[src/sps_pkg.sv]
// Constants shared by the setpoint source mode control block.
// Behaviour
// - Last command from any source sets remote enable.
// - Remote contact open disables, closed enables.
// - Contact closed at trip clear needs reclosing.
// - Serial bus commands act on rising edge only.
// - Remote setpoint ramps reference at remote rate.
// - Remote input mapped, clamped to governor limits.
// - Out-of-band input alarms, disables, inhibits remote.
// - Remote enable immediately disables active cascade.
// - Cascade enable disables remote; never both.
// - Remote enabled ignores raise, lower, entered setpoint.
// - Remote decreases blocked near compressor control line.
// - Remote status reports one of five states.
// - Remote inhibited on fault, stop, shutdown, unconfigured.
// - Minimum governor switch selects tuning set two.
// - Contact or decoupling switch selects tuning set two.
// - Cascade moves reference until process matches setpoint.
// - Cascade enable follows last command; contact edges.
// - Cascade contact closed at trip clear needs reclosing.
// - Cascade controls only with regulator and speed.
// - Stage trip to full recycle inhibits cascade.
// - Cascade lower commands blocked near control line.
// - Cascade status reports one of seven states.
package sps_pkg;

   localparam int unsigned CLK_PERIOD_NS = 8;
   localparam int unsigned RAMP_STEP_NS = 1000000;
   localparam int unsigned RAMP_STEP_CYC = RAMP_STEP_NS / CLK_PERIOD_NS;

   localparam logic [15:0] REM_LOW_UA = 16'h0fa0;
   localparam logic [15:0] REM_FAULT_LO_UA = 16'h07d0;
   localparam logic [15:0] REM_FAULT_HI_UA = 16'h55f0;
   localparam int unsigned REM_GAIN_SHIFT = 12;

   localparam logic [7:0] ADDR_CFG = 8'h00;
   localparam logic [7:0] ADDR_CMD = 8'h04;
   localparam logic [7:0] ADDR_GOV = 8'h08;
   localparam logic [7:0] ADDR_REMMAP = 8'h0c;
   localparam logic [7:0] ADDR_RATE = 8'h10;
   localparam logic [7:0] ADDR_STATUS = 8'h14;
   localparam logic [7:0] ADDR_SPDREF = 8'h18;
   localparam logic [7:0] ADDR_ENTRY = 8'h1c;

   localparam int unsigned CFG_RSS = 0;
   localparam int unsigned CFG_CASC = 1;
   localparam int unsigned CFG_CMINSPD = 2;
   localparam int unsigned CFG_DYN_LSB = 3;
   localparam int unsigned CFG_RSS_CT = 5;
   localparam int unsigned CFG_CASC_CT = 6;
   localparam logic [31:0] CFG_RST = 32'h0000_0000;

   localparam int unsigned CMD_RSS_EN = 0;
   localparam int unsigned CMD_RSS_DIS = 1;
   localparam int unsigned CMD_CASC_EN = 2;
   localparam int unsigned CMD_CASC_DIS = 3;

   localparam logic [31:0] GOV_RST = 32'h0e10_03e8;
   localparam logic [31:0] REMMAP_RST = 32'h0299_03e8;
   localparam logic [31:0] RATE_RST = 32'h0000_0001;
   localparam logic [15:0] REF_RST = 16'h03e8;

   localparam int unsigned ST_RSS_LSB = 0;
   localparam int unsigned ST_CASC_LSB = 4;
   localparam int unsigned ST_RSS_EN = 8;
   localparam int unsigned ST_CASC_EN = 9;
   localparam int unsigned ST_ALARM = 10;
   localparam int unsigned ST_SET2 = 11;
   localparam int unsigned ST_ENTRY = 12;

   localparam logic [2:0] RSS_DIS = 3'h0;
   localparam logic [2:0] RSS_EN = 3'h1;
   localparam logic [2:0] RSS_ACT = 3'h2;
   localparam logic [2:0] RSS_INCTL = 3'h3;
   localparam logic [2:0] RSS_INH = 3'h4;

   localparam logic [2:0] CASC_DIS = 3'h0;
   localparam logic [2:0] CASC_EN = 3'h1;
   localparam logic [2:0] CASC_ACT = 3'h2;
   localparam logic [2:0] CASC_INCTL = 3'h3;
   localparam logic [2:0] CASC_ACT_REM = 3'h4;
   localparam logic [2:0] CASC_INCTL_REM = 3'h5;
   localparam logic [2:0] CASC_INH = 3'h6;

   localparam logic [1:0] DYN_NONE = 2'h0;
   localparam logic [1:0] DYN_MINGOV = 2'h1;
   localparam logic [1:0] DYN_CONTACT = 2'h2;
   localparam logic [1:0] DYN_DECOUPLE = 2'h3;

   localparam int unsigned NPIN = 15;
   localparam int unsigned P_RSS_CT = 0;
   localparam int unsigned P_CASC_CT = 1;
   localparam int unsigned P_BUS_RSS_EN = 2;
   localparam int unsigned P_BUS_RSS_DIS = 3;
   localparam int unsigned P_BUS_CASC_EN = 4;
   localparam int unsigned P_BUS_CASC_DIS = 5;
   localparam int unsigned P_RAISE = 6;
   localparam int unsigned P_LOWER = 7;
   localparam int unsigned P_DYN_CT = 8;
   localparam int unsigned P_TRIP_CLR = 9;
   localparam int unsigned P_STOP = 10;
   localparam int unsigned P_SHUTDOWN = 11;
   localparam int unsigned P_STAGE_TRIP = 12;
   localparam int unsigned P_NEAR_LINE = 13;
   localparam int unsigned P_DECOUPLE = 14;

endpackage

[src/sps_mode_ctrl.sv]
// Remote speed setpoint and cascade mode control with APB register access.
`timescale 1ns/100ps
module sps_mode_ctrl #(
   parameter int unsigned RAMP_CYC = sps_pkg::RAMP_STEP_CYC
) (
   input wire logic core_clk,
   input wire logic rst_n,
   input wire logic psel,
   input wire logic penable,
   input wire logic pwrite,
   input wire logic [7:0] paddr,
   input wire logic [31:0] pwdata,
   output logic [31:0] prdata,
   output logic pready,
   output logic pslverr,
   input wire logic rss_contact,
   input wire logic casc_contact,
   input wire logic bus_rss_en,
   input wire logic bus_rss_dis,
   input wire logic bus_casc_en,
   input wire logic bus_casc_dis,
   input wire logic man_raise,
   input wire logic man_lower,
   input wire logic dyn_contact,
   input wire logic trip_clear,
   input wire logic ctrl_stop,
   input wire logic shutdown,
   input wire logic stage_trip,
   input wire logic near_ctrl_line,
   input wire logic decouple_en,
   input wire logic spd_pid_in_ctrl,
   input wire logic casc_pv_fail,
   input wire logic rem_casc_sp_act,
   input wire logic [15:0] speed,
   input wire logic [15:0] rem_ua,
   input wire logic [15:0] casc_pv,
   input wire logic [15:0] casc_sp,
   output logic [2:0] rss_state,
   output logic [2:0] casc_state,
   output logic rss_enabled,
   output logic casc_enabled,
   output logic rem_alarm,
   output logic dyn_set2,
   output logic [15:0] spd_ref
);
   logic [sps_pkg::NPIN-1:0] pin_raw;
   logic [sps_pkg::NPIN-1:0] lvl;
   logic [sps_pkg::NPIN-1:0] rise;
   logic [sps_pkg::NPIN-1:0] fall;
   logic pready_r;
   logic pslverr_r;
   logic [31:0] prdata_r;
   logic [31:0] cfg_r;
   logic [31:0] gov_r;
   logic [31:0] remmap_r;
   logic [31:0] rate_r;
   logic [15:0] entry_r;
   logic entry_act_r;
   logic rss_en_r;
   logic casc_en_r;
   logic [2:0] rss_st_r;
   logic [2:0] casc_st_r;
   logic alarm_r;
   logic set2_r;
   logic [15:0] ref_r;
   logic [19:0] tick_cnt_r;
   logic [15:0] rem_tgt;

   // The fifteen pins in pin_raw come from outside the clock domain, so each passes a synchroniser.
   assign pin_raw = {decouple_en, near_ctrl_line, stage_trip, shutdown, ctrl_stop, trip_clear, dyn_contact,
                     man_lower, man_raise, bus_casc_dis, bus_casc_en, bus_rss_dis, bus_rss_en, casc_contact,
                     rss_contact};

   for (genvar i = 0; i < sps_pkg::NPIN; i++) begin : g_pin
      sps_sync_edge u_sync (
         .core_clk(core_clk),
         .rst_n(rst_n),
         .pin_in(pin_raw[i]),
         .lvl(lvl[i]),
         .rise(rise[i]),
         .fall(fall[i])
      );
   end

   // APB slave: one wait state, writes land on the completing edge.
   logic apb_acc;
   logic wr_fire;
   logic addr_ok;
   logic [15:0] min_gov;
   logic [15:0] max_gov;
   assign apb_acc = psel & penable & ~pready_r;
   assign wr_fire = psel & penable & pready_r & pwrite;
   assign addr_ok = (paddr == sps_pkg::ADDR_CFG) | (paddr == sps_pkg::ADDR_CMD) | (paddr == sps_pkg::ADDR_GOV) |
                    (paddr == sps_pkg::ADDR_REMMAP) | (paddr == sps_pkg::ADDR_RATE) |
                    (paddr == sps_pkg::ADDR_STATUS) | (paddr == sps_pkg::ADDR_SPDREF) |
                    (paddr == sps_pkg::ADDR_ENTRY);
   assign min_gov = gov_r[15:0];
   assign max_gov = gov_r[31:16];

   logic cmd_wr;
   logic cmd_rss_en;
   logic cmd_rss_dis;
   logic cmd_casc_en;
   logic cmd_casc_dis;
   assign cmd_wr = wr_fire & (paddr == sps_pkg::ADDR_CMD);
   assign cmd_rss_en = cmd_wr & pwdata[sps_pkg::CMD_RSS_EN];
   assign cmd_rss_dis = cmd_wr & pwdata[sps_pkg::CMD_RSS_DIS];
   assign cmd_casc_en = cmd_wr & pwdata[sps_pkg::CMD_CASC_EN];
   assign cmd_casc_dis = cmd_wr & pwdata[sps_pkg::CMD_CASC_DIS];

   logic [31:0] status_w;
   always_comb begin
      status_w = 32'h0000_0000;
      status_w[sps_pkg::ST_RSS_LSB +: 3] = rss_st_r;
      status_w[sps_pkg::ST_CASC_LSB +: 3] = casc_st_r;
      status_w[sps_pkg::ST_RSS_EN] = rss_en_r;
      status_w[sps_pkg::ST_CASC_EN] = casc_en_r;
      status_w[sps_pkg::ST_ALARM] = alarm_r;
      status_w[sps_pkg::ST_SET2] = set2_r;
      status_w[sps_pkg::ST_ENTRY] = entry_act_r;
   end

   always_ff @(posedge core_clk or negedge rst_n) begin
      if (!rst_n) begin
         pready_r <= 1'b0;
         pslverr_r <= 1'b0;
         prdata_r <= 32'h0000_0000;
      end else begin
         pready_r <= apb_acc;
         pslverr_r <= apb_acc & ~addr_ok;
         if (apb_acc && !pwrite) begin
            unique case (paddr)
               sps_pkg::ADDR_CFG: prdata_r <= cfg_r;
               sps_pkg::ADDR_GOV: prdata_r <= gov_r;
               sps_pkg::ADDR_REMMAP: prdata_r <= remmap_r;
               sps_pkg::ADDR_RATE: prdata_r <= rate_r;
               sps_pkg::ADDR_STATUS: prdata_r <= status_w;
               sps_pkg::ADDR_SPDREF: prdata_r <= {rem_tgt, ref_r};
               sps_pkg::ADDR_ENTRY: prdata_r <= {16'h0000, entry_r};
               default: prdata_r <= 32'h0000_0000;
            endcase
         end
      end
   end

   always_ff @(posedge core_clk or negedge rst_n) begin
      if (!rst_n) begin
         cfg_r <= sps_pkg::CFG_RST;
         gov_r <= sps_pkg::GOV_RST;
         remmap_r <= sps_pkg::REMMAP_RST;
         rate_r <= sps_pkg::RATE_RST;
      end else if (wr_fire) begin
         if (paddr == sps_pkg::ADDR_CFG) begin
            cfg_r <= pwdata;
         end
         if (paddr == sps_pkg::ADDR_GOV) begin
            gov_r <= pwdata;
         end
         if (paddr == sps_pkg::ADDR_REMMAP) begin
            remmap_r <= pwdata;
         end
         if (paddr == sps_pkg::ADDR_RATE) begin
            rate_r <= pwdata;
         end
      end
   end

   // Remote analog input: fault band, linear map and clamp to governor limits.
   logic rem_fault;
   logic signed [34:0] rem_off;
   logic signed [34:0] rem_sum;
   assign rem_fault = (rem_ua < sps_pkg::REM_FAULT_LO_UA) | (rem_ua > sps_pkg::REM_FAULT_HI_UA);
   assign rem_off = $signed({19'h00000, rem_ua}) - $signed({19'h00000, sps_pkg::REM_LOW_UA});
   assign rem_sum = ((rem_off * $signed({19'h00000, remmap_r[31:16]})) >>> sps_pkg::REM_GAIN_SHIFT) +
                    $signed({19'h00000, remmap_r[15:0]});
   always_comb begin
      if (rem_sum < $signed({19'h00000, min_gov})) begin
         rem_tgt = min_gov;
      end else if (rem_sum > $signed({19'h00000, max_gov})) begin
         rem_tgt = max_gov;
      end else begin
         rem_tgt = rem_sum[15:0];
      end
   end

   // Inhibits and command events from terminal, contacts and serial bus.
   logic rss_inh;
   logic casc_inh;
   logic rss_on_req;
   logic rss_off_req;
   logic casc_on_req;
   logic casc_off_req;
   logic rss_on_ok;
   logic casc_on_ok;
   assign rss_inh = rem_fault | lvl[sps_pkg::P_STOP] | lvl[sps_pkg::P_SHUTDOWN] | ~cfg_r[sps_pkg::CFG_RSS];
   assign casc_inh = casc_pv_fail | lvl[sps_pkg::P_STOP] | lvl[sps_pkg::P_SHUTDOWN] |
                     ~cfg_r[sps_pkg::CFG_CASC] | lvl[sps_pkg::P_STAGE_TRIP];
   // Contacts enable only on a closing edge, so a contact already closed at trip clear needs reclosing.
   assign rss_on_req = cmd_rss_en | rise[sps_pkg::P_BUS_RSS_EN] |
                       (cfg_r[sps_pkg::CFG_RSS_CT] & rise[sps_pkg::P_RSS_CT]);
   assign rss_off_req = cmd_rss_dis | rise[sps_pkg::P_BUS_RSS_DIS] | rise[sps_pkg::P_TRIP_CLR] |
                        (cfg_r[sps_pkg::CFG_RSS_CT] & fall[sps_pkg::P_RSS_CT]);
   assign casc_on_req = cmd_casc_en | rise[sps_pkg::P_BUS_CASC_EN] |
                        (cfg_r[sps_pkg::CFG_CASC_CT] & rise[sps_pkg::P_CASC_CT]);
   assign casc_off_req = cmd_casc_dis | rise[sps_pkg::P_BUS_CASC_DIS] | rise[sps_pkg::P_TRIP_CLR] |
                         (cfg_r[sps_pkg::CFG_CASC_CT] & fall[sps_pkg::P_CASC_CT]);
   // A disable in the same cycle wins; a remote enable wins over a simultaneous cascade enable.
   assign rss_on_ok = rss_on_req & ~rss_off_req & ~rss_inh;
   assign casc_on_ok = casc_on_req & ~casc_off_req & ~casc_inh & ~rss_on_ok;

   always_ff @(posedge core_clk or negedge rst_n) begin
      if (!rst_n) begin
         rss_en_r <= 1'b0;
      end else if (rss_inh || rss_off_req || casc_on_ok) begin
         rss_en_r <= 1'b0;
      end else if (rss_on_ok) begin
         rss_en_r <= 1'b1;
      end
   end

   always_ff @(posedge core_clk or negedge rst_n) begin
      if (!rst_n) begin
         casc_en_r <= 1'b0;
      end else if (casc_inh || casc_off_req || rss_on_ok) begin
         casc_en_r <= 1'b0;
      end else if (casc_on_ok) begin
         casc_en_r <= 1'b1;
      end
   end

   always_ff @(posedge core_clk or negedge rst_n) begin
      if (!rst_n) begin
         alarm_r <= 1'b0;
      end else begin
         alarm_r <= rem_fault;
      end
   end

   // Control authority of each function.
   logic [15:0] casc_min;
   logic rss_drv;
   logic casc_take;
   logic casc_ctrl;
   assign casc_min = cfg_r[sps_pkg::CFG_CMINSPD] ? rate_r[31:16] : min_gov;
   assign rss_drv = rss_en_r & (speed >= min_gov);
   assign casc_take = casc_en_r & (speed > casc_min);
   assign casc_ctrl = casc_take & spd_pid_in_ctrl;

   always_ff @(posedge core_clk or negedge rst_n) begin
      if (!rst_n) begin
         rss_st_r <= sps_pkg::RSS_DIS;
      end else if (rss_inh) begin
         rss_st_r <= sps_pkg::RSS_INH;
      end else if (rss_drv && spd_pid_in_ctrl) begin
         rss_st_r <= sps_pkg::RSS_INCTL;
      end else if (rss_drv) begin
         rss_st_r <= sps_pkg::RSS_ACT;
      end else if (rss_en_r) begin
         rss_st_r <= sps_pkg::RSS_EN;
      end else begin
         rss_st_r <= sps_pkg::RSS_DIS;
      end
   end

   always_ff @(posedge core_clk or negedge rst_n) begin
      if (!rst_n) begin
         casc_st_r <= sps_pkg::CASC_DIS;
      end else if (casc_inh) begin
         casc_st_r <= sps_pkg::CASC_INH;
      end else if (casc_ctrl) begin
         casc_st_r <= rem_casc_sp_act ? sps_pkg::CASC_INCTL_REM : sps_pkg::CASC_INCTL;
      end else if (casc_take) begin
         casc_st_r <= rem_casc_sp_act ? sps_pkg::CASC_ACT_REM : sps_pkg::CASC_ACT;
      end else if (casc_en_r) begin
         casc_st_r <= sps_pkg::CASC_EN;
      end else begin
         casc_st_r <= sps_pkg::CASC_DIS;
      end
   end

   // Entered setpoint is refused while remote setpoint is enabled or out of governor range.
   logic entry_wr;
   assign entry_wr = wr_fire & (paddr == sps_pkg::ADDR_ENTRY) & ~rss_en_r & (pwdata[15:0] >= min_gov) &
                     (pwdata[15:0] <= max_gov);
   always_ff @(posedge core_clk or negedge rst_n) begin
      if (!rst_n) begin
         entry_r <= sps_pkg::REF_RST;
         entry_act_r <= 1'b0;
      end else if (entry_wr) begin
         entry_r <= pwdata[15:0];
         entry_act_r <= 1'b1;
      end else if (rss_en_r || casc_ctrl || lvl[sps_pkg::P_RAISE] || lvl[sps_pkg::P_LOWER] || ref_r == entry_r) begin
         entry_act_r <= 1'b0;
      end
   end

   // Reference ramp: one step of the configured rate per ramp period.
   logic tick;
   assign tick = (tick_cnt_r == 20'(RAMP_CYC - 1));
   always_ff @(posedge core_clk or negedge rst_n) begin
      if (!rst_n) begin
         tick_cnt_r <= 20'h00000;
      end else if (tick) begin
         tick_cnt_r <= 20'h00000;
      end else begin
         tick_cnt_r <= tick_cnt_r + 20'h00001;
      end
   end

   logic near;
   logic want_up;
   logic want_dn;
   logic [15:0] up_lim;
   logic [15:0] dn_lim;
   logic [16:0] ref_up;
   logic [16:0] ref_dn;
   assign near = lvl[sps_pkg::P_NEAR_LINE];
   always_comb begin
      up_lim = max_gov;
      dn_lim = min_gov;
      want_up = 1'b0;
      want_dn = 1'b0;
      if (rss_en_r) begin
         // Other sources are ignored; the remote value drives only at or above minimum governor.
         up_lim = rem_tgt;
         dn_lim = rem_tgt;
         want_up = rss_drv & (ref_r < rem_tgt);
         want_dn = rss_drv & (ref_r > rem_tgt) & ~near;
      end else if (casc_ctrl) begin
         want_up = casc_pv < casc_sp;
         want_dn = (casc_pv > casc_sp) & ~near;
      end else if (entry_act_r) begin
         up_lim = entry_r;
         dn_lim = entry_r;
         want_up = ref_r < entry_r;
         want_dn = (ref_r > entry_r) & ~near;
      end else begin
         // Discrete lowers stay allowed near the control line for operator flexibility.
         want_up = lvl[sps_pkg::P_RAISE];
         want_dn = lvl[sps_pkg::P_LOWER];
      end
   end

   assign ref_up = {1'b0, ref_r} + {1'b0, rate_r[15:0]};
   assign ref_dn = {1'b0, ref_r} - {1'b0, rate_r[15:0]};
   always_ff @(posedge core_clk or negedge rst_n) begin
      if (!rst_n) begin
         ref_r <= sps_pkg::REF_RST;
      end else if (tick && want_up) begin
         ref_r <= (ref_up > {1'b0, up_lim}) ? up_lim : ref_up[15:0];
      end else if (tick && want_dn) begin
         ref_r <= (ref_dn[16] || ref_dn[15:0] < dn_lim) ? dn_lim : ref_dn[15:0];
      end
   end

   // Tuning set selection.
   always_ff @(posedge core_clk or negedge rst_n) begin
      if (!rst_n) begin
         set2_r <= 1'b0;
      end else begin
         unique case (cfg_r[sps_pkg::CFG_DYN_LSB +: 2])
            sps_pkg::DYN_MINGOV: set2_r <= speed > min_gov;
            sps_pkg::DYN_CONTACT: set2_r <= lvl[sps_pkg::P_DYN_CT];
            sps_pkg::DYN_DECOUPLE: set2_r <= lvl[sps_pkg::P_DECOUPLE];
            sps_pkg::DYN_NONE: set2_r <= 1'b0;
         endcase
      end
   end

   assign prdata = prdata_r;
   assign pready = pready_r;
   assign pslverr = pslverr_r;
   assign rss_state = rss_st_r;
   assign casc_state = casc_st_r;
   assign rss_enabled = rss_en_r;
   assign casc_enabled = casc_en_r;
   assign rem_alarm = alarm_r;
   assign dyn_set2 = set2_r;
   assign spd_ref = ref_r;
endmodule

[src/sps_sync_edge.sv]
// Two-flop pin synchroniser with rising and falling edge detection.
`timescale 1ns/100ps
module sps_sync_edge (
   input wire logic core_clk,
   input wire logic rst_n,
   input wire logic pin_in,
   output logic lvl,
   output logic rise,
   output logic fall
);
   logic meta_r;
   logic sync_r;
   logic prev_r;

   always_ff @(posedge core_clk or negedge rst_n) begin
      if (!rst_n) begin
         meta_r <= 1'b0;
         sync_r <= 1'b0;
         prev_r <= 1'b0;
      end else begin
         meta_r <= pin_in;
         sync_r <= meta_r;
         prev_r <= sync_r;
      end
   end

   assign lvl = sync_r;
   assign rise = sync_r & ~prev_r;
   assign fall = ~sync_r & prev_r;
endmodule

[config.mk]
export PLATFORM = sky130hd
export DESIGN_NAME = sps_mode_ctrl
export DESIGN_NICKNAME = d
export VERILOG_FILES = /design/src/sps_pkg.sv /design/src/sps_mode_ctrl.sv /design/src/sps_sync_edge.sv
export SDC_FILE = /design/constraint.sdc
export NUM_CORES = 2
export LEC_CHECK = 0
export BUFFER_PORTS_ARGS = -buffer_cell sky130_fd_sc_hd__clkbuf_2
export CAP_MARGIN = 15
export CORE_MARGIN = 8
export CORE_UTILIZATION = 40
export DETAILED_ROUTE_END_ITERATION = 16
export MAX_ROUTING_LAYER = met4
export SLEW_MARGIN = 30
export SYNTH_ARGS = -nofsm -noshare
export SYNTH_HDL_FRONTEND = slang
export SYNTH_SLANG_ARGS = --single-unit
[constraint.sdc]
create_clock -name core_clk -period 14.25 [get_ports core_clk]
set_input_delay 0.7125 -clock core_clk [delete_from_list [all_inputs] [get_ports core_clk]]
set_output_delay 0.7125 -clock core_clk [all_outputs]
set_load 0.01 [all_outputs]
# Yosys cells after proc, flatten, opt, wreduce, memory -nomap -nowiden
# Index checks and enable logic that the tools add are counted.
# classes
add_sub_neg	5
mul	1
magnitude_cmp	17
n_eq_ne	12
mux	38
bitwise	85
n_reduce_logical	24
# op_table
cell	n
case mux 32 bit (7 select lines)	1
2-to-1 mux 16 bit	13
> comparator 16 bit	5
< comparator 16 bit	4
bitwise AND 1 bit	40
multiplier 17 x 17 -> 34 bit	1
equality test 8 x 5 -> 1 bit (second input constant)	4
greater-or-equal comparator 16 bit	2
bitwise OR 1 bit	25
adder 22 x 17 -> 23 bit	1
> comparator 23 x 17 -> 1 bit	1
< comparator 23 x 17 -> 1 bit	1
adder 20 x 1 -> 20 bit (second input constant)	1
equality test 20 x 17 -> 1 bit (second input constant)	1
2-to-1 mux 20 bit	1
inverter 1 bit	20
2-to-1 mux 3 bit	6
adder 16 x 16 -> 17 bit	1
> comparator 17 x 16 -> 1 bit	1
subtractor 16 x 12 -> 17 bit (second input constant)	1
subtractor 16 x 16 -> 17 bit	1
equality test 16 bit	1
equality test 8 x 4 -> 1 bit (second input constant)	2
> comparator 16 x 15 -> 1 bit (second input constant)	1
other kinds (15)	47
# totals
regBits	262
input_bits	127
out_inout_bits	60
word_cells	236

# Depth between registers and ports, before layout
# logic_depth
word_depth	15
depth_mapped	70
ltp_nobuf	65

# By module
# A second synthesis with hierarchy kept.
# unflattened
hier_cells	3330
hier_area_um2	30350.4
# modules_own_cells
module	n_inst	cells_each	area_each_um2	seq_area_each_um2
sps_mode_ctrl	1	3255	28999.1	5672.9
sps_sync_edge	15	5	90.1	75.1

# Worst setup path before layout
# No wires, ideal clock.
# synth_timing
path_kind	input to register
startpoint	input port rem_ua[5]
endpoint	register ref_r[0] (netlist: spd_ref[0])
setup_ns	0.120
t_arrival_ns	13.784
required_time_ns	14.130
setup_slack_ns	0.345
path_stages	65
n_path_buf	6
path_cell_list	clkbuf_1 > inv_1 > clkbuf_1 > ha_1 > nor2_1 > xor2_1 > clkbuf_1 > nand2_1 > fa_1 > fa_1 > fa_1 > inv_1 > fa_1 > fa_1 > inv_1 > fa_1 > inv_1 > ha_1 > [29 not listed] > a21oi_1 > nand2_1 > o21ai_0 > ha_1 > a21o_1 > a21o_1 > a21oi_1 > o21ai_0 > a21o_1 > a21o_1 > a21oi_1 > o21bai_1 > a221o_1 > buf_1 > clkbuf_1 > nand2_1 > o211ai_1 > o211a_1
# synth_between
elab_chain_cells	12
word_cells_on_any_way	26
classes_between	add/sub (2); mul (1); order compare (6); mux (10); bitwise (3); reduce/logical (4)
# synth_rtl
element	line_no	source
from (decl)	sps_mode_ctrl.sv:35	input wire logic [15:0] rem_ua,
subtractor 16 x 12 -> 17 bit *	sps_mode_ctrl.sv:173	assign rem_off = $signed({19'h00000, rem_ua}) - $signed({19'h00000, sps_pkg::REM_LOW_UA});
multiplier 17 x 17 -> 34 bit *	sps_mode_ctrl.sv:174	assign rem_sum = ((rem_off * $signed({19'h00000, remmap_r[31:16]})) >>> sps_pkg::REM_GAIN_SHIFT) +
adder 22 x 17 -> 23 bit *	sps_mode_ctrl.sv:174	
> comparator 23 x 17 -> 1 bit	sps_mode_ctrl.sv:179	end else if (rem_sum > $signed({19'h00000, max_gov})) begin
2-to-1 mux 16 bit	sps_mode_ctrl.sv:179	
2-to-1 mux 16 bit *	sps_mode_ctrl.sv:177	if (rem_sum < $signed({19'h00000, min_gov})) begin
2-to-1 mux 16 bit / > comparator 16 bit (equally long branches)	sps_mode_ctrl.sv:323, sps_mode_ctrl.sv:328	
< comparator 16 bit / bitwise AND 1 bit (equally long branches)	sps_mode_ctrl.sv:352, sps_mode_ctrl.sv:328	
logical OR 1 bit / bitwise AND 1 bit (equally long branches)	sps_mode_ctrl.sv:352, sps_mode_ctrl.sv:328	
2-to-1 mux 16 bit / 2-to-1 mux 1 bit (equally long branches)	sps_mode_ctrl.sv:352, sps_mode_ctrl.sv:323	
2-to-1 mux 16 bit / logical AND 1 bit (equally long branches)	sps_mode_ctrl.sv:351	end else if (tick && want_dn) begin
2-to-1 mux 16 bit / nonzero test 2 bit (equally long branches)	-	
to (signal assigned)	sps_mode_ctrl.sv:348	ref_r <= sps_pkg::REF_RST;
to (signal assigned)	sps_mode_ctrl.sv:350	ref_r <= (ref_up > {1'b0, up_lim}) ? up_lim : ref_up[15:0];
to (signal assigned)	sps_mode_ctrl.sv:352	ref_r <= (ref_dn[16] || ref_dn[15:0] < dn_lim) ? dn_lim : ref_dn[15:0];
to (decl)	sps_mode_ctrl.sv:65	logic [15:0] ref_r;
# Mark *: on every way between the ends. The rest lies on a longest branch, timed or not. The select of a mux whose other input is x is not followed.
# A chain may end at the register's enable or synchronous reset.

# Worst setup path after layout
# layout_timing
startpoint	register remmap_r[24]
endpoint	register ref_r[12] (netlist: spd_ref[12])
# layout_between
elab_chain_cells	11
word_cells_on_any_way	25
classes_between	add/sub (1); mul (1); order compare (6); mux (10); bitwise (3); reduce/logical (4)
# layout_rtl
element	line_no	source
from (decl)	sps_mode_ctrl.sv:55	logic [31:0] remmap_r;
from (signal assigned)	sps_mode_ctrl.sv:150	remmap_r <= sps_pkg::REMMAP_RST;
from (signal assigned)	sps_mode_ctrl.sv:160	remmap_r <= pwdata;
multiplier 17 x 17 -> 34 bit *	sps_mode_ctrl.sv:174	
adder 22 x 17 -> 23 bit *	sps_mode_ctrl.sv:174	
> comparator 23 x 17 -> 1 bit	sps_mode_ctrl.sv:179	
2-to-1 mux 16 bit	sps_mode_ctrl.sv:179	
2-to-1 mux 16 bit *	sps_mode_ctrl.sv:177	
2-to-1 mux 16 bit / > comparator 16 bit (equally long branches)	sps_mode_ctrl.sv:323, sps_mode_ctrl.sv:328	
< comparator 16 bit / bitwise AND 1 bit (equally long branches)	sps_mode_ctrl.sv:352, sps_mode_ctrl.sv:328	
logical OR 1 bit / bitwise AND 1 bit (equally long branches)	sps_mode_ctrl.sv:352, sps_mode_ctrl.sv:328	
2-to-1 mux 16 bit / 2-to-1 mux 1 bit (equally long branches)	sps_mode_ctrl.sv:352, sps_mode_ctrl.sv:323	
2-to-1 mux 16 bit / logical AND 1 bit (equally long branches)	sps_mode_ctrl.sv:351	
2-to-1 mux 16 bit / nonzero test 2 bit (equally long branches)	-	
# Marks and branches as above.

==> results.toml <==
[synthesis]
async_flop_share_pct = 100.0
synth_commonest_cells = "496 x inv_1, 320 x nand2_1, 308 x ha_1"
yosys_warnings = 0
ys_top_cells_by_area = "dfrtp_1 19%, fa_1 19%, ha_1 13%"
synthesis.area_per_instance_sq_um = 9.362
simple_gate_area_share_of_the_yosys_netlist_pct = 13.20
synth_edf_count = 0
ys_ff_latch = 262
main_combinational_cell_family_by_area_after_synthesis = "adder cells"
post_synth_inst_count = 3127
yosys_most_used_dff = "dfrtp_1"
synthesis.area_sq_mm = 0.02928
yosysUniqueCellTypes = 83
synth_area_leader_cell = "dfrtp_1"
synth_compound_gate_area_share_pct = 14.66
synth_mux_area_share_pct = 6.505
synth_xor_area_share_pct = 2.769
yosysSeqAreaShare_pct = 22.54
postSynthNetCount = 3842
yosys.area.top_type_share_pct = 19.49
yosysMostFrequentCell = "inv_1"
synth_fa_ha_area_share_pct = 32.31

[floorplanning]
start_util_pct = 40.26
fp.dieArea_sq_mm = 0.08210
ios = 187
placeableCoreArea_sq_mm = 0.07271
placement_rows = 99
die_height_um = 286.5
floorplan.die.width_um = 286.5

[cts]
clk_transition_reported_paths_ns = 0.06
htree_levels = 1
postCtsResizedCells = 0
cts_buffer_depth = 3
num_cts_buffers = 29
clock-sinks = 262
cts_hold_buf = 0
cts_root_buffer = "clkbuf_16"
post-cts-setup-buffers = 0
clock_latency_ns = 0.58
cts_tree = "yes"

[finish]
share_of_final_layout_standard_cells_stronger_than_drive_strength_1_pct = 15.93
growth_of_design_area_from_synthesis_to_finish_pct = 11.70
finalNetCount = 4012
fillCellCount = 7140
design_area_sq_mm = 0.03270

[timing]
report.final.setup_viol = 0
timing.max_slew.rel_slack_pct = 25.83
finalClockSkew_ns = 0.01283
final-hold-violation-count = 0
finalCriticalPeriod_ns = 13.44
timing_worst_slew_pin_value_ns = 1.101
maxClockFrequency_mhz = 74.42
grt_setup_unrepaired = "no"
tns_ns = 0
min_period_over_period_pct = 94.29
final_max_slew_viol_count = 0

[setup_path]
worst-endpoint-arrival_ns = 13.88
timing.critical_path.slowest_cell_delay_ns = 0.93
worstPathRequired_ns = 14.69
crit_path_class = "reg2reg"
critPathSlowestCell = "dfrtp_1"
timing.critical_path.mode_cell = "fa_1"
endpoint_kind = "register"
crit_path_start_kind = "register"
critical_path_peak_fanout = 19

[pwr]
peak_supply_drop_uv = 72.54
leakagePower_nw = 17.05
powerDensity_mw_per_mm2 = 54.79
report.power.total_mw = 1.792

[routing]
final_antenna_net_count = 0
avgRoutedWirePerCell_um = 22.28
postRouteWirelength_um = 95540
detail_route.drc_violations = 0
total_via_count_after_detailed_routing = 23540
drt-pass1-iter-count = 9
via_per_inst = 5.490
drt_first_iter_violations = 2114

[grt]
grt_max_degree = 87
grt_antenna_before_repair = 7
overall_overflow_remaining_after_global_route = 0
grt_first_pass_wirelength_um = 145800
grt_pass1_vias = 23650
globalRouteTotalUtil_pct = 23.60

[place]
gp_routability_congestion = 1.041
buffer_ports.inserted = 186
hpwl_um = 77130
placed_cell_area_sq_mm = 0.03155

[status]
run_status = "completed"

[worst_hold_path]
hold_path_class = "in2async"

[flow_run]
max_cap_viols = 0
-- stage by stage --
step | instances | util (%) | worst slack, ns | hold WS (ns)
floorplan | 3127 | - | 0.3452 | 0.3312
global placement | 4224 | 43.38 | 0.2142 | 0.3320
detailed placement | 4224 | 43.39 | 0.04494 | 0.3347
CTS | 4278 | 44.84 | 0.5392 | 0.1574
global route | 4284 | 44.96 | 0.01696 | 0.1740
finish | 4288 | 44.97 | 0.8133 | 0.1321
-- registers in the layout (all words and copies together) (netlist names) --
| register | flops |
|---|---|
| rss_enabled | 1 |
| casc_state | 3 |
| g_pin.u_sync.prev_r | 7 |
| rss_state | 3 |
| dyn_set2 | 1 |
| g_pin.u_sync.lvl | 15 |
| casc_enabled | 1 |
| rate_r | 32 |
| remmap_r | 32 |
| rem_alarm | 1 |
| g_pin.u_sync.meta_r | 15 |
| prdata | 32 |
| pslverr | 1 |
| entry_r | 16 |
| gov_r | 32 |
| entry_act_r | 1 |
| cfg_r | 32 |
| tick_cnt_r | 20 |
| pready | 1 |
| spd_ref | 16 |
-- placed cells by master, fill, tap and decap left out, types with 7 or more instances in the layout --
cell | Yosys | final
mux4_2 | 11 | 11
a221o_1 | 9 | 9
a222oi_1 | 11 | 11
o211ai_2 | 10 | 10
clkbuf_16 | 0 | 29
o21a_1 | 38 | 38
nor3_1 | 31 | 27
ha_1 | 308 | 308
dfstp_2 | 34 | 34
clkbuf_2 | 0 | 185
mux2i_1 | 35 | 35
buf_4 | 1 | 72
or3_1 | 7 | 7
xor2_1 | 28 | 28
fa_1 | 280 | 280
diode_2 | 0 | 9
nor2_1 | 105 | 103
mux2_2 | 116 | 116
xnor2_1 | 62 | 60
nand2_1 | 320 | 320
a21o_1 | 47 | 46
o211ai_1 | 28 | 28
nand3_1 | 33 | 33
a22o_1 | 57 | 57
o21ai_0 | 160 | 157
inv_1 | 496 | 496
nor2b_1 | 40 | 40
nand4_1 | 40 | 40
nand2b_1 | 35 | 35
a211oi_1 | 18 | 17
a22oi_1 | 18 | 18
a21oi_1 | 116 | 114
and3_1 | 20 | 20
and2_1 | 114 | 114
nor4_1 | 13 | 10
a221oi_1 | 20 | 20
dfrtp_1 | 228 | 226
o21bai_1 | 15 | 15
-- area by class of cell --
cell class | count | area [sq um] | share of cell area, %
multi-input combinational | 2248 | 20450 | 62.55
clock inverter | 18 | 266.5 | 0.8150
antenna | 9 | 22.52 | 0.06887
sequential | 262 | 6601 | 20.19
inverter | 496 | 1862 | 5.693
tap | 959 | 1200 | 3.669
clock buffer | 36 | 792.0 | 2.422
timing repair buffer | 260 | 1504 | 4.599
-- cell families after synthesis --
kind of cell | after synthesis
flops | 262
xor+xnor | 91
compound gates | 617
simple gates | 789
fa+ha+maj | 588
mux | 162
buf+inv | 618
-- where the power goes --
group / internal, mW / total (mW) / leakage (nW) / switching (mW)
Clock: 0.506 / 0.846 / 0.513 / 0.340
Combinational: 0.0661 / 0.188 / 13.3 / 0.122
Sequential: 0.752 / 0.758 / 3.22 / 0.00576
Total: 1.32 / 1.79 / 17.0 / 0.468
-- metal layers --
metal / routed length, um / part of all wire (%) / track usage [%]
met1: 42750 / 45 / 32.32
met2: 41460 / 43 / 34.49
met3: 8787 / 9.2 / 6.564
met4: 2545 / 2.7 / 5.625
met5: 0 / 0 / -
-- path summary, 6_finish.rpt --
check	startpoint	end	slack (ns)	cells past startpoint
worst max-delay path	remmap_r[24]$_DFFE_PN0P_	spd_ref[12]$_DFFE_PN0P_	0.81	58
worst min-delay path	rst_n	g_pin[11].u_sync.meta_r$_DFF_PN0_	0.13	1
worst max register to register	remmap_r[24]$_DFFE_PN0P_	spd_ref[12]$_DFFE_PN0P_	0.81	58
worst min register to register	g_pin[10].u_sync.meta_r$_DFF_PN0_	g_pin[10].u_sync.lvl$_DFF_PN0_	0.35	0
max in group asynchronous	rst_n	remmap_r[21]$_DFFE_PN0P_	12.20	3
min in group core_clk	decouple_en	g_pin[14].u_sync.meta_r$_DFF_PN0_	0.24	1
-- worst max-delay path: cells and delay by family, from the launching register on --
family | cells | cell delay [ns]
fa+ha+maj | 10 | 4.35
xor+xnor | 2 | 0.32
mux | 1 | 0.15
flops | 1 | 0.93
simple gates | 13 | 1.99
buf+inv | 6 | 0.49
compound gates | 26 | 5.06
Power figures use the tool's default switching activity.
